**src/logic/eps_pkg.sv**
```systemverilog
package eps_pkg;
	localparam int NUM_COS        = 8;
	localparam int PRIO_W         = 3;
	localparam int WGT_W          = 5;
	localparam int RATE_W         = 32;
	localparam int CREDIT_W       = 16;
	localparam int LEN_W          = 14;
	localparam int NUM_PPROF      = 9;
	localparam int NUM_WPROF      = 6;
	localparam int PPROF_W        = 4;
	localparam int WPROF_W        = 3;
	localparam logic [PRIO_W-1:0] PRIO_MAX = 3'h4;
	localparam logic [PRIO_W-1:0] PRIO_MIN = 3'h1;
	localparam logic [WGT_W-1:0]  WGT_MAX  = 5'h14;
	localparam logic [WGT_W-1:0]  WGT_MIN  = 5'h01;
	localparam logic [PPROF_W-1:0] PPROF_DEFAULT = 4'h9;
	localparam logic [PPROF_W-1:0] PPROF_USER_LAST = 4'h8;
	localparam logic [WPROF_W-1:0] WPROF_DEFAULT = 3'h1;
	localparam logic [WPROF_W-1:0] WPROF_USER_LAST = 3'h6;
	// Default committed priorities, CoS 7 in the top three bits.
	localparam logic [NUM_COS*PRIO_W-1:0] PRIO_DEFAULT = 24'h8DA491;
	// Fixed excess priorities: CoS 7 top, all others lowest.
	localparam logic [NUM_COS*PRIO_W-1:0] PRIO_EXCESS  = 24'h849249;
	localparam logic [PRIO_W-1:0] PRIO_RST = 3'h1;
	localparam logic [WGT_W-1:0]  WGT_RST  = 5'h14;
	localparam logic [31:0] ADDR_PPROF_SEL = 32'h0000_0000;
	localparam logic [31:0] ADDR_WPROF_SEL = 32'h0000_0004;
	localparam logic [31:0] ADDR_PPROF_BASE = 32'h0000_0100;
	localparam logic [31:0] ADDR_WPROF_BASE = 32'h0000_0400;
	localparam logic [31:0] ADDR_STATUS    = 32'h0000_0008;
	localparam logic [31:0] ADDR_CRATE     = 32'h0000_000C;
	localparam logic [31:0] ADDR_PRATE     = 32'h0000_0010;
	localparam logic [31:0] ADDR_MAP_END   = 32'h0000_0500;
	// Each profile takes 32 bytes, so its eight CoS words never reach the next profile.
	localparam int PROF_STRIDE_SHIFT = 5;
	localparam int ROW_WGT_SHIFT = 8;
endpackage

```
**src/logic/eps_arbiter.sv**
```systemverilog
module eps_arbiter (
	input  wire logic [eps_pkg::NUM_COS*eps_pkg::PRIO_W-1:0] prio_vec,
	input  wire logic [eps_pkg::NUM_COS-1:0]                 ready_vec,
	input  wire logic [eps_pkg::NUM_COS-1:0]                 credit_ok,
	input  wire logic [2:0]                                  rr_ptr,
	output logic                                             grant_valid,
	output logic      [2:0]                                  grant_cos,
	output logic                                             grant_had_credit
);
	logic [eps_pkg::PRIO_W-1:0] best;
	logic [eps_pkg::NUM_COS-1:0] top;
	logic                        any_cred;
	logic [2:0]                  idx;

	always_comb
	begin
		best = '0;
		top = '0;
		any_cred = 1'b0;
		grant_valid = 1'b0;
		grant_cos = 3'h0;
		grant_had_credit = 1'b0;
		idx = 3'h0;
		for (int i = 0; i < eps_pkg::NUM_COS; i++)
			if (ready_vec[i] && prio_vec[i*eps_pkg::PRIO_W +: eps_pkg::PRIO_W] > best)
				best = prio_vec[i*eps_pkg::PRIO_W +: eps_pkg::PRIO_W];
		for (int i = 0; i < eps_pkg::NUM_COS; i++)
			top[i] = ready_vec[i] && (prio_vec[i*eps_pkg::PRIO_W +: eps_pkg::PRIO_W] == best);
		any_cred = |(top & credit_ok);
		for (int k = eps_pkg::NUM_COS - 1; k >= 0; k--)
		begin
			idx = rr_ptr + 3'(k);
			if (top[idx] && (credit_ok[idx] || !any_cred))
			begin
				grant_valid = 1'b1;
				grant_cos = idx;
				grant_had_credit = any_cred;
			end
		end
	end
endmodule // eps_arbiter

```
**src/logic/eps_sched.sv**
```systemverilog
// Functional notes
// - Bundle committed below rate, excess above
// - Committed uses profile, excess uses fixed
// - Four priority levels, 4 highest
// - CoS 7 always highest level
// - Excess priorities fixed: 1, CoS7 4
// - Nine priority profiles, ninth read-only
// - Default profile priorities 1,2,2,2,2,3,3,4
// - One priority profile per interface
// - Interface defaults to priority profile 9
// - Profile holds one priority per CoS
// - Strict priority, ties by fair queuing
// - Byte weights 1 to 20 per CoS
// - Six weight profiles, first read-only
// - Default weights all 20, both states
// - One weight profile, default profile 1
// - Above peak rate, bundle stops
// - Queue chosen by ingress CoS
module eps_sched (
	input  wire logic                                    clk_sys,
	input  wire logic                                    rstn,
	input  wire logic                                    clk_en,
	input  wire logic                                    psel,
	input  wire logic                                    penable,
	input  wire logic                                    pwrite,
	input  wire logic [31:0]                             paddr,
	input  wire logic [31:0]                             pwdata,
	output logic      [31:0]                             prdata,
	output logic                                         pready,
	output logic                                         pslverr,
	input  wire logic [eps_pkg::RATE_W-1:0]              bundle_rate,
	input  wire logic [eps_pkg::NUM_COS-1:0]             queue_ready,
	input  wire logic [eps_pkg::LEN_W-1:0]               head_len,
	input  wire logic [2:0]                              ingress_cos,
	output logic      [2:0]                              enq_queue,
	input  wire logic                                    tx_ready,
	output logic                                         tx_valid,
	output logic      [2:0]                              tx_cos,
	output logic                                         bundle_excess,
	output logic                                         bundle_stopped
);
	localparam int NC = eps_pkg::NUM_COS;
	localparam int PW = eps_pkg::PRIO_W;
	localparam int WW = eps_pkg::WGT_W;

	logic [NC*PW-1:0]             prio_tbl [eps_pkg::NUM_PPROF];
	logic [WW-1:0]                wgt_tbl  [eps_pkg::NUM_WPROF][NC];
	logic [eps_pkg::PPROF_W-1:0]  pprof_sel;
	logic [eps_pkg::WPROF_W-1:0]  wprof_sel;
	logic [eps_pkg::RATE_W-1:0]   committed_rate;
	logic [eps_pkg::RATE_W-1:0]   peak_rate;
	logic signed [eps_pkg::CREDIT_W-1:0] credit [NC];
	logic [NC-1:0]                credit_ok;
	logic [2:0]                   rr_ptr;
	logic [NC*PW-1:0]             prio_vec;
	logic                         grant_valid;
	logic [2:0]                   grant_cos;
	logic                         grant_had_credit;
	logic                         wr_en;
	logic                         rd_en;
	logic [3:0]                   p_idx;
	logic [2:0]                   w_idx;
	logic [2:0]                   c_idx;

	// Decodes a profile-table address into profile and CoS index.
	function automatic logic [6:0] prof_decode(input logic [31:0] a, input logic [31:0] base);
		logic [31:0] off;
		off = a - base;
		prof_decode = {off[eps_pkg::PROF_STRIDE_SHIFT+3:eps_pkg::PROF_STRIDE_SHIFT],
			off[4:2]};
	endfunction

	// Clamps a priority into the legal 1..4 range.
	function automatic logic [PW-1:0] clamp_prio(input logic [PW-1:0] v);
		if (v > eps_pkg::PRIO_MAX)
			clamp_prio = eps_pkg::PRIO_MAX;
		else if (v < eps_pkg::PRIO_MIN)
			clamp_prio = eps_pkg::PRIO_MIN;
		else
			clamp_prio = v;
	endfunction

	assign wr_en = psel && penable && pwrite && clk_en;
	assign rd_en = psel && penable && !pwrite;
	assign pready = 1'b1;
	assign {p_idx, c_idx} = prof_decode(paddr, eps_pkg::ADDR_PPROF_BASE);
	assign w_idx = 3'(prof_decode(paddr, eps_pkg::ADDR_WPROF_BASE) >> 3);

	assign bundle_excess  = !(bundle_rate < committed_rate);
	assign bundle_stopped = !(bundle_rate < peak_rate);

	assign enq_queue = ingress_cos;

	assign prio_vec = bundle_excess ? eps_pkg::PRIO_EXCESS : prio_tbl[pprof_sel - 4'h1];

	genvar g;
	generate
		for (g = 0; g < NC; g++)
		begin : g_credit
			assign credit_ok[g] = credit[g] > 0;
		end
	endgenerate

	always_ff @(posedge clk_sys or negedge rstn)
	begin
		if (!rstn)
			pprof_sel <= eps_pkg::PPROF_DEFAULT;
		else if (wr_en && paddr == eps_pkg::ADDR_PPROF_SEL && pwdata[3:0] >= 4'h1
			&& pwdata[3:0] <= eps_pkg::PPROF_DEFAULT)
			pprof_sel <= pwdata[3:0];
	end

	always_ff @(posedge clk_sys or negedge rstn)
	begin
		if (!rstn)
			wprof_sel <= eps_pkg::WPROF_DEFAULT;
		else if (wr_en && paddr == eps_pkg::ADDR_WPROF_SEL
			&& pwdata[2:0] >= eps_pkg::WPROF_DEFAULT
			&& pwdata[2:0] <= eps_pkg::WPROF_USER_LAST)
			wprof_sel <= pwdata[2:0];
	end

	// A zero threshold after reset puts the bundle in excess state until software sets it.
	always_ff @(posedge clk_sys or negedge rstn)
	begin
		if (!rstn)
			committed_rate <= '0;
		else if (wr_en && paddr == eps_pkg::ADDR_CRATE)
			committed_rate <= pwdata;
	end

	// An all-ones peak keeps the bundle running until a real limit is written.
	always_ff @(posedge clk_sys or negedge rstn)
	begin
		if (!rstn)
			peak_rate <= '1;
		else if (wr_en && paddr == eps_pkg::ADDR_PRATE)
			peak_rate <= pwdata;
	end

	always_ff @(posedge clk_sys or negedge rstn)
	begin
		if (!rstn)
		begin
			for (int p = 0; p < eps_pkg::NUM_PPROF; p++)
				prio_tbl[p] <= eps_pkg::PRIO_DEFAULT;
		end
		else if (wr_en && paddr >= eps_pkg::ADDR_PPROF_BASE && paddr < eps_pkg::ADDR_WPROF_BASE
			&& p_idx >= 4'h1 && p_idx <= eps_pkg::PPROF_USER_LAST && c_idx != 3'h7)
			prio_tbl[p_idx - 4'h1][c_idx*PW +: PW] <= clamp_prio(pwdata[PW-1:0]);
	end

	always_ff @(posedge clk_sys or negedge rstn)
	begin
		if (!rstn)
		begin
			for (int p = 0; p < eps_pkg::NUM_WPROF; p++)
				for (int c = 0; c < NC; c++)
					wgt_tbl[p][c] <= eps_pkg::WGT_RST;
		end
		else if (wr_en && paddr >= eps_pkg::ADDR_WPROF_BASE && paddr < eps_pkg::ADDR_MAP_END
			&& w_idx > eps_pkg::WPROF_DEFAULT && w_idx <= eps_pkg::WPROF_USER_LAST
			&& pwdata[WW-1:0] >= eps_pkg::WGT_MIN && pwdata[WW-1:0] <= eps_pkg::WGT_MAX)
			wgt_tbl[w_idx - 3'h1][c_idx] <= pwdata[WW-1:0];
	end

	always_ff @(posedge clk_sys or negedge rstn)
	begin
		if (!rstn)
			prdata <= '0;
		else if (psel && !penable && clk_en)
		begin
			prdata <= '0;
			if (paddr == eps_pkg::ADDR_PPROF_SEL)
				prdata <= {28'h0000000, pprof_sel};
			else if (paddr == eps_pkg::ADDR_WPROF_SEL)
				prdata <= {29'h0, wprof_sel};
			else if (paddr == eps_pkg::ADDR_STATUS)
				prdata <= {30'h0, bundle_stopped, bundle_excess};
			else if (paddr == eps_pkg::ADDR_CRATE)
				prdata <= committed_rate;
			else if (paddr == eps_pkg::ADDR_PRATE)
				prdata <= peak_rate;
			else if (paddr >= eps_pkg::ADDR_PPROF_BASE && paddr < eps_pkg::ADDR_WPROF_BASE
				&& p_idx >= 4'h1 && p_idx <= eps_pkg::PPROF_DEFAULT)
				prdata <= {29'h0, prio_tbl[p_idx - 4'h1][c_idx*PW +: PW]};
			else if (paddr >= eps_pkg::ADDR_WPROF_BASE && paddr < eps_pkg::ADDR_MAP_END
				&& w_idx >= eps_pkg::WPROF_DEFAULT && w_idx <= eps_pkg::WPROF_USER_LAST)
				prdata <= {27'h0, wgt_tbl[w_idx - 3'h1][c_idx]};
		end
	end

	// Reads are decoded in the setup cycle so data comes from a flop with zero wait states.
	always_comb
	begin
		pslverr = 1'b0;
		if (psel && penable && !pwrite && rd_en)
			pslverr = !(paddr == eps_pkg::ADDR_PPROF_SEL || paddr == eps_pkg::ADDR_WPROF_SEL
				|| paddr == eps_pkg::ADDR_STATUS || paddr == eps_pkg::ADDR_CRATE
				|| paddr == eps_pkg::ADDR_PRATE
				|| (paddr >= eps_pkg::ADDR_PPROF_BASE && paddr < eps_pkg::ADDR_MAP_END));
	end

	eps_arbiter u_arb (
		.prio_vec         (prio_vec),
		.ready_vec        (queue_ready & {NC{!bundle_stopped}}),
		.credit_ok        (credit_ok),
		.rr_ptr           (rr_ptr),
		.grant_valid      (grant_valid),
		.grant_cos        (grant_cos),
		.grant_had_credit (grant_had_credit)
	);

	assign tx_valid = grant_valid;
	assign tx_cos   = grant_cos;

	// Starting the search past the last served queue keeps ties from starving.
	always_ff @(posedge clk_sys or negedge rstn)
	begin
		if (!rstn)
			rr_ptr <= 3'h0;
		else if (clk_en && grant_valid && tx_ready)
			rr_ptr <= grant_cos + 3'h1;
	end

	always_ff @(posedge clk_sys or negedge rstn)
	begin
		if (!rstn)
		begin
			for (int c = 0; c < NC; c++)
				credit[c] <= '0;
		end
		else if (clk_en && grant_valid && tx_ready)
		begin
			for (int c = 0; c < NC; c++)
			begin
				if (!grant_had_credit && prio_vec[c*PW +: PW] == prio_vec[grant_cos*PW +: PW])
					credit[c] <= eps_pkg::CREDIT_W'(wgt_tbl[wprof_sel - 3'h1][c])
						- ((c == int'(grant_cos)) ? eps_pkg::CREDIT_W'(head_len) : '0);
				else if (c == int'(grant_cos))
					credit[c] <= credit[c] - eps_pkg::CREDIT_W'(head_len);
			end
		end
	end
endmodule // eps_sched

```
**config.mk**
```make
export PLATFORM = sky130hd
export DESIGN_NAME = eps_sched
export DESIGN_NICKNAME = d
export VERILOG_FILES = /design/src/logic/eps_pkg.sv /design/src/logic/eps_arbiter.sv /design/src/logic/eps_sched.sv
export SDC_FILE = /design/constraint.sdc
export NUM_CORES = 2
export LEC_CHECK = 0
export BUFFER_PORTS_ARGS = -buffer_cell sky130_fd_sc_hd__buf_4
export CAP_MARGIN = 20
export CORE_ASPECT_RATIO = 1.4
export CORE_UTILIZATION = 55
export CTS_CLUSTER_DIAMETER = 50
export DETAILED_ROUTE_END_ITERATION = 16
export GPL_TIMING_DRIVEN = 1
export PLACE_DENSITY_LB_ADDON = 0.3
export SLEW_MARGIN = 20
export SYNTH_ARGS = -nofsm -noshare
export SYNTH_HDL_FRONTEND = slang
export SYNTH_HIERARCHICAL = 1
export SYNTH_SLANG_ARGS = --single-unit
```
**constraint.sdc**
```tcl
create_clock -name clk_sys -period 30.1 [get_ports clk_sys]
set_input_delay 6.02 -clock clk_sys [delete_from_list [all_inputs] [get_ports clk_sys]]
set_output_delay 6.02 -clock clk_sys [all_outputs]
set_load 0.01 [all_outputs]
```
## Yosys cells after proc, flatten, opt, wreduce, memory -nomap -nowiden

Index checks and enable logic that the tools add are counted.
W data, S select, Z words.

| operators by class | value |
|---|---|
| $add $sub $neg | 31 |
| multipliers | 2 |
| magnitude comparators | 52 |
| equal/unequal tests | 28 |
| shift operators | 4 |
| muxes and demuxes | 123 |
| bitwise gates (word level) | 7 |
| reduce and logical (&&, ||, !) cells | 108 |

Operator list:

| kind | count |
|---|---|
| $mux W16 | 16 |
| $bmux W40 S3 | 2 |
| $bwmux W240 | 1 |
| $bwmux W216 | 1 |
| $mux W40 | 5 |
| $bmux W24 S4 | 2 |
| $mux W32 | 5 |
| $mux W24 | 6 |
| $gt A16 B1 Y1 const B | 8 |
| $sub A16 B14 Y16 | 8 |
| $demux W40 S3 | 1 |
| $sub A5 B14 Y15 | 8 |
| $mux W14 | 8 |
| $demux W24 S4 | 1 |
| $logic_and A1 B1 Y1 | 69 |
| $eq A32 B4 Y1 const B | 2 |
| $lt A32 B11 Y1 const B | 2 |
| $lt A32 B32 Y1 | 2 |
| $mux W3 | 19 |
| $bmux W1 S3 | 16 |
| $eq A3 B3 Y1 | 16 |
| $shiftx A24 B6 Y3 | 2 |
| $neg A5 Y34 | 1 |
| $shift A3 B34 Y24 const A | 1 |
| other kinds (46) | 153 |

| word-level totals | value |
|---|---|
| register bits | 690 |
| bits of input ports | 128 |
| output and inout port bits | 43 |

## Depth between registers and ports, before layout

| depth | value |
|---|---|
| depth in word-level cells | 51 |
| depth in mapped cells | 86 |
| depth with buffers taken out | 80 |

## Cells and area by module

Netlist, hierarchy kept.

By module, submodules not included:

| module | instances | cells each | area each (um2) | seq. area each (um2) |
|---|---|---|---|---|
| eps_sched | 1 | 5080 | 46459.6 | 17543.1 |
| eps_arbiter | 1 | 454 | 3316.9 | 0.0 |

## Worst setup path before layout

OpenSTA, ideal clock, no wires.

| path | value |
|---|---|
| kind | input port to output port |
| start point | in bundle_rate[30] in the netlist's numbering |
| end point | out tx_cos[2] |
| arrival time | 18.375 ns |
| path slack | 5.705 ns |
| cell stages on the path | 64 |
| path through | ha_1 -> nand4_1 -> nor4_1 -> a22oi_1 -> o211ai_1 -> a31oi_1 -> inv_1 -> buf_2 -> clkbuf_1 -> buf_1 -> nor2_1 -> nand2_1 -> ha_1 -> and2b_1 -> o211ai_4 -> o21ai_0 -> ha_1 -> nor2_1 -> [... 28 more ...] -> ha_1 -> inv_1 -> o21ai_0 -> o2111a_1 -> and2_1 -> buf_1 -> nor3_1 -> o21ai_1 -> o2111ai_1 -> a32oi_1 -> nand3_1 -> a22oi_4 -> buf_6 -> nor2b_1 -> or3b_1 -> a21oi_1 -> a311oi_1 -> a211oi_1 |

| on the way | value |
|---|---|
| word-level cells in the longest chain between the ends | 41 |
| elaborated cells between the ends (all ways) | 87 |
| those cells by class | order compare: 10; eq/ne: 8; mux: 33; bitwise: 2; reduce/logical: 34 |

Ends and longest elaborated chain:

| what | line | source |
|---|---|---|
| start: declaration | eps_sched.sv:31 | `input wire logic [eps_pkg::RATE_W-1:0] bundle_rate,` |
| $lt A32 B32 Y1 * | eps_sched.sv:89 | `assign bundle_excess = !(bundle_rate < committed_rate);` |
| $mux W24 * | eps_sched.sv:94 | `assign prio_vec = bundle_excess ? eps_pkg::PRIO_EXCESS : prio_tbl[pprof_sel - 4'h1];` |
| via prio_vec[1] | eps_sched.sv:55 | `logic [NC*PW-1:0] prio_vec;` |
| $gt A3 B1 Y1 | eps_arbiter.sv:25 | `if (ready_vec[i] && prio_vec[i*eps_pkg::PRIO_W +: eps_pkg::PRIO_W] > best)` |
| $logic_and A1 B1 Y1 | eps_arbiter.sv:25 |  |
| $mux W3 | eps_arbiter.sv:25 |  |
| $gt A3 B3 Y1 | eps_arbiter.sv:25 |  |
| $logic_and A1 B1 Y1 | eps_arbiter.sv:25 |  |
| [... 20 more ...] | n/a |  |
| $logic_and A1 B1 Y1 | eps_arbiter.sv:28 | `top[i] = ready_vec[i] && (prio_vec[i*eps_pkg::PRIO_W +: eps_pkg::PRIO_W] == best);` |
| $and A8 B8 Y8 | eps_arbiter.sv:29 | `any_cred = \|(top & credit_ok);` |
| $reduce_or A8 Y1 | eps_arbiter.sv:29 |  |
| $logic_not A1 Y1 | eps_arbiter.sv:33 | `if (top[idx] && (credit_ok[idx] \|\| !any_cred))` |
| $logic_or A1 B1 Y1 | eps_arbiter.sv:33 |  |
| $logic_and A1 B1 Y1 | eps_arbiter.sv:33 |  |
| $mux W3 (7 in a row) | eps_arbiter.sv:33 |  |
| $mux W3 * | eps_arbiter.sv:33 |  |
| end: declaration | eps_sched.sv:38 | `output logic [2:0] tx_cos,` |

Mark *: on every way through the listed nets, which the timed path passes. The rest lies on a longest branch. The select of a mux whose other input is x is not followed.

## Final worst setup path

| path | value |
|---|---|
| start point | in bundle_rate[25] in the netlist's numbering |
| end point | out tx_cos[0] |

| on the way | value |
|---|---|
| word-level cells in the longest chain between the ends | 41 |
| elaborated cells between the ends (all ways) | 87 |
| those cells by class | order compare: 10; eq/ne: 8; mux: 33; bitwise: 2; reduce/logical: 34 |

Ends and longest elaborated chain:

| what | line |
|---|---|
| $lt A32 B32 Y1 | eps_sched.sv:89 |
| $mux W24 | eps_sched.sv:94 |
| $gt A3 B1 Y1 | eps_arbiter.sv:25 |
| $logic_and A1 B1 Y1 | eps_arbiter.sv:25 |
| $mux W3 | eps_arbiter.sv:25 |
| $gt A3 B3 Y1 | eps_arbiter.sv:25 |
| $logic_and A1 B1 Y1 | eps_arbiter.sv:25 |
| $mux W3 | eps_arbiter.sv:25 |
| [... 19 more ...] | n/a |
| $logic_and A1 B1 Y1 | eps_arbiter.sv:28 |
| $and A8 B8 Y8 | eps_arbiter.sv:29 |
| $reduce_or A8 Y1 | eps_arbiter.sv:29 |
| $logic_not A1 Y1 | eps_arbiter.sv:33 |
| $logic_or A1 B1 Y1 | eps_arbiter.sv:33 |
| $logic_and A1 B1 Y1 | eps_arbiter.sv:33 |
| $mux W3 (7 in a row) | eps_arbiter.sv:33 |
| $mux W3 * | eps_arbiter.sv:33 |

Every way passes the cells marked *; elsewhere a longest branch is shown, timed or not. The select of a mux whose other input is x is not followed.

==> impl_metrics.yaml <==
sta:
  fin_crit_sh: 0.885
  finalHoldViolations: 0
  max_slew_margin: 0.135
  hold_slack_ns: 0.480
  max_freq_ghz: 0.0375
  finClkSkew_ns: 0.0437
  report.final.slew_viol_count: 0
  setup_violations: 0
  rsz0062_at_grt: "no"
  tightestPinTransition_ns: 1.29
  tns_ns: 0
  min_period_ns: 26.65
die:
  die_x_um: 256
  core_area_um2: 89600
  io_pins: 171
  initial_core_util: 0.555
  dieHeight_um: 358
  std_cell_rows: 130
  fp.dieArea_um2: 91700
hold_path:
  hold_path_depth: 2
  hp-class: "reg2reg"
power:
  power_density_nw_per_um2: 101
  leakage_nw: 22.8
  power.total_w: 0.00553
  ir_drop_v: 0.0000894
cts:
  h-tree-depth: 3
  post_cts_resized: 0
  ctsHoldBuffers: 0
  clock-sinks: 690
  clk_latency_ns: 0.70
  clockBufferDepth: 3
  cts_tree: "built"
  post_cts_buffers: 0
  numCtsBuffers: 83
  path_clk_slew_ns: 0.06
  root_buffer: "clkbuf_16"
drt:
  first_iter_violations: 4013
  wirelength_um: 168000
  drtAntennaViolNets: 0
  via_count: 45300
  first_pass_iters: 8
  drc: 0
  via_per_inst: 6.67
  wl_per_cell_um: 24.7
yosys:
  synthTopCellsByArea: "dfrtp_1, dfstp_2, ha_1"
  synth_flop_cell: "dfrtp_1"
  yosysTopAreaCell: "dfrtp_1"
  synth_cell_types: 127
  yosys.area.top_type_share: 0.236
  synth_area_um2: 49800
  synthCells: 5534
  syn_nets: 5924
  yosysWarnings: 6
  ys_ff_latch: 690
  synth_sequential_area_ratio: 0.352
  synth_edf_count: 0
  synthArstFlopShare: 1.00
  avgSynthCellArea_um2: 8.99
global_routing:
  grt_first_pass_wirelength_um: 258000
  track_usage: 0.362
  grt_max_degree: 167
  grt_pass1_vias: 44600
  antenna_found_initial: 4
  overflow: 0
outcome:
  status: "finished, final reports clean"
critical_path:
  ff2ff_setup_slack_ns: 10.56
  slowest_stage: "a211o_1"
  slowest_delay_ns: 0.61
  cp_data_required_time_ns: 24.08
  cp-start-kind: "input port"
  reg2reg_depth: 73
  critPathCaptureType: "output pin"
  crit_type: "in2out"
  cp_data_arrival_time_ns: 20.63
  cp_max_fo: 15
final_layout:
  fin_cells: 6794
  syn2layout_area_growth_pct: 10.2
  drive_gt1_frac: 0.188
  final_nets: 5922
placement:
  globalplace.congestion: 0.976
  dp_cells: 6635
  port_buffers: 163
  dp_hpwl_um: 114000
flow_run:
  timing.max_cap.violations: 0
-- flip-flops by register name (all words and copies together), names as in the netlist --
register / cells
rr_ptr: 3
prdata: 32
wprof_sel: 3
committed_rate: 32
prio_tbl: 216
wgt_tbl: 240
peak_rate: 32
pprof_sel: 4
credit: 128
-- cells in the final DEF, fill, tap and decap left out, types with 21 or more instances in the layout --
master | netlist | layout
buf_4 | 15 | 242
o221ai_1 | 26 | 26
nand3_1 | 84 | 83
xor2_1 | 36 | 35
mux4_2 | 106 | 106
a32oi_1 | 23 | 23
and2_1 | 57 | 57
and3_1 | 40 | 39
a211oi_1 | 54 | 53
nand2b_1 | 57 | 57
inv_1 | 211 | 210
a21oi_1 | 302 | 302
a21o_1 | 41 | 41
nor4_1 | 57 | 57
a221o_1 | 35 | 35
mux2i_1 | 161 | 161
a21boi_0 | 21 | 21
dfrtp_1 | 469 | 469
ha_1 | 246 | 243
nand2_1 | 818 | 818
o22ai_1 | 74 | 74
o21ai_0 | 539 | 539
dfstp_2 | 221 | 219
clkbuf_16 | 0 | 85
mux2_2 | 240 | 240
nor3_1 | 111 | 109
o211ai_1 | 57 | 57
a31oi_1 | 30 | 29
xnor2_1 | 92 | 90
nor2_1 | 389 | 385
a22o_1 | 55 | 55
a22oi_1 | 66 | 66
nor2b_1 | 71 | 71
-- critical path: cells and delay by family --
family / cells / cell delay [ns]
multiplexers: 1 / 0.36
AO/OA/AOI/OAI: 27 / 6.50
adder cells (fa/ha/maj): 10 / 3.02
AND/OR/NAND/NOR: 24 / 3.96
buffers and inverters: 5 / 0.73
-- stage by stage --
| step | setup WS (ns) | instance area [um^2] | util |
|---|---|---|---|
| CTS | 3.57 | 54800 | 0.612 |
| global placement | 3.89 | 51900 | 0.579 |
| floorplan | 5.71 | 49800 | - |
| detailed placement | 3.59 | 51900 | 0.579 |
| global route | 2.42 | 54800 | 0.612 |
| finish | 3.45 | 54800 | 0.612 |
-- report_power, final --
group | switching [W] | internal, W | leakage (nW)
registers | 0.0000757 | 0.00101 | 8.62
clock network | 0.000451 | 0.000635 | 1.43
logic | 0.00213 | 0.00123 | 12.8
total | 0.00266 | 0.00288 | 22.8
-- cell type report --
cell class,count,area [um^2]
sequential,690,17600
fill,7653,34800
tap,1188,1490
inverter,217,815
timing repair buffer,245,1870
clock buffer,116,2420
antenna,3,7.51
clock inverter,40,547
multi-input combinational,4295,30100
-- kinds of logic (layout without fill, tap and decap cells) --
kind of cell,Yosys count,after routing,share of synthesized area
and+or+nand+nor,1790,1790,0.162
AOI/OAI and AO/OA,1594,1594,0.211
DFF,690,690,0.352
buffers and inverters,549,618,0.0447
muxes,517,517,0.137
adders and majority gates,264,264,0.0687
xor gates and xnor gates,129,129,0.0228
other,1,4,0.0000753
-- Yosys cell counts (18+ instances only) --
cell type	instances
a211o_1	20
inv_1	211
a21oi_1	302
a22o_1	55
nand3_1	84
a21o_1	41
nor4_1	57
buf_1	40
nor2b_1	71
a22oi_1	66
mux4_2	106
buf_2	28
o221ai_1	26
nand2b_1	57
a32oi_1	23
o21ai_0	539
nor2_1	389
and3_1	40
dfstp_2	221
a31oi_1	30
clkbuf_1	239
o22ai_1	74
dfrtp_1	469
xor2_1	36
nor3_1	111
nand2_1	818
xnor2_1	92
ha_1	246
mux2_2	240
a211oi_1	54
a21boi_0	21
and2_1	57
a221o_1	35
o211ai_1	57
a221oi_1	18
mux2i_1	161
-- layer usage --
metal	vias up	track usage	routed length [um]
met1	22000	0.431	62100
li1	20300	-	-
met5	-	0	12
met4	2	0.239	11900
met2	2357	0.595	78400
met3	655	0.0760	15700
-- path summary, 6_finish.rpt --
path	start	end
worst min-delay path	committed_rate[2]$_DFFE_PN0P_	committed_rate[2]$_DFFE_PN0P_
worst min register to register	committed_rate[2]$_DFFE_PN0P_	committed_rate[2]$_DFFE_PN0P_
worst max-delay path	bundle_rate[25]	tx_cos[0]
max in group asynchronous	rstn	prio_tbl[179]$_DFFE_PN0P_
min in group asynchronous	rstn	credit[23]$_DFFE_PN0P_
worst max register to register	pprof_sel[0]$_DFFE_PN1P_	credit[45]$_DFFE_PN0P_
Note: power is estimated with default switching activity, not from simulation.
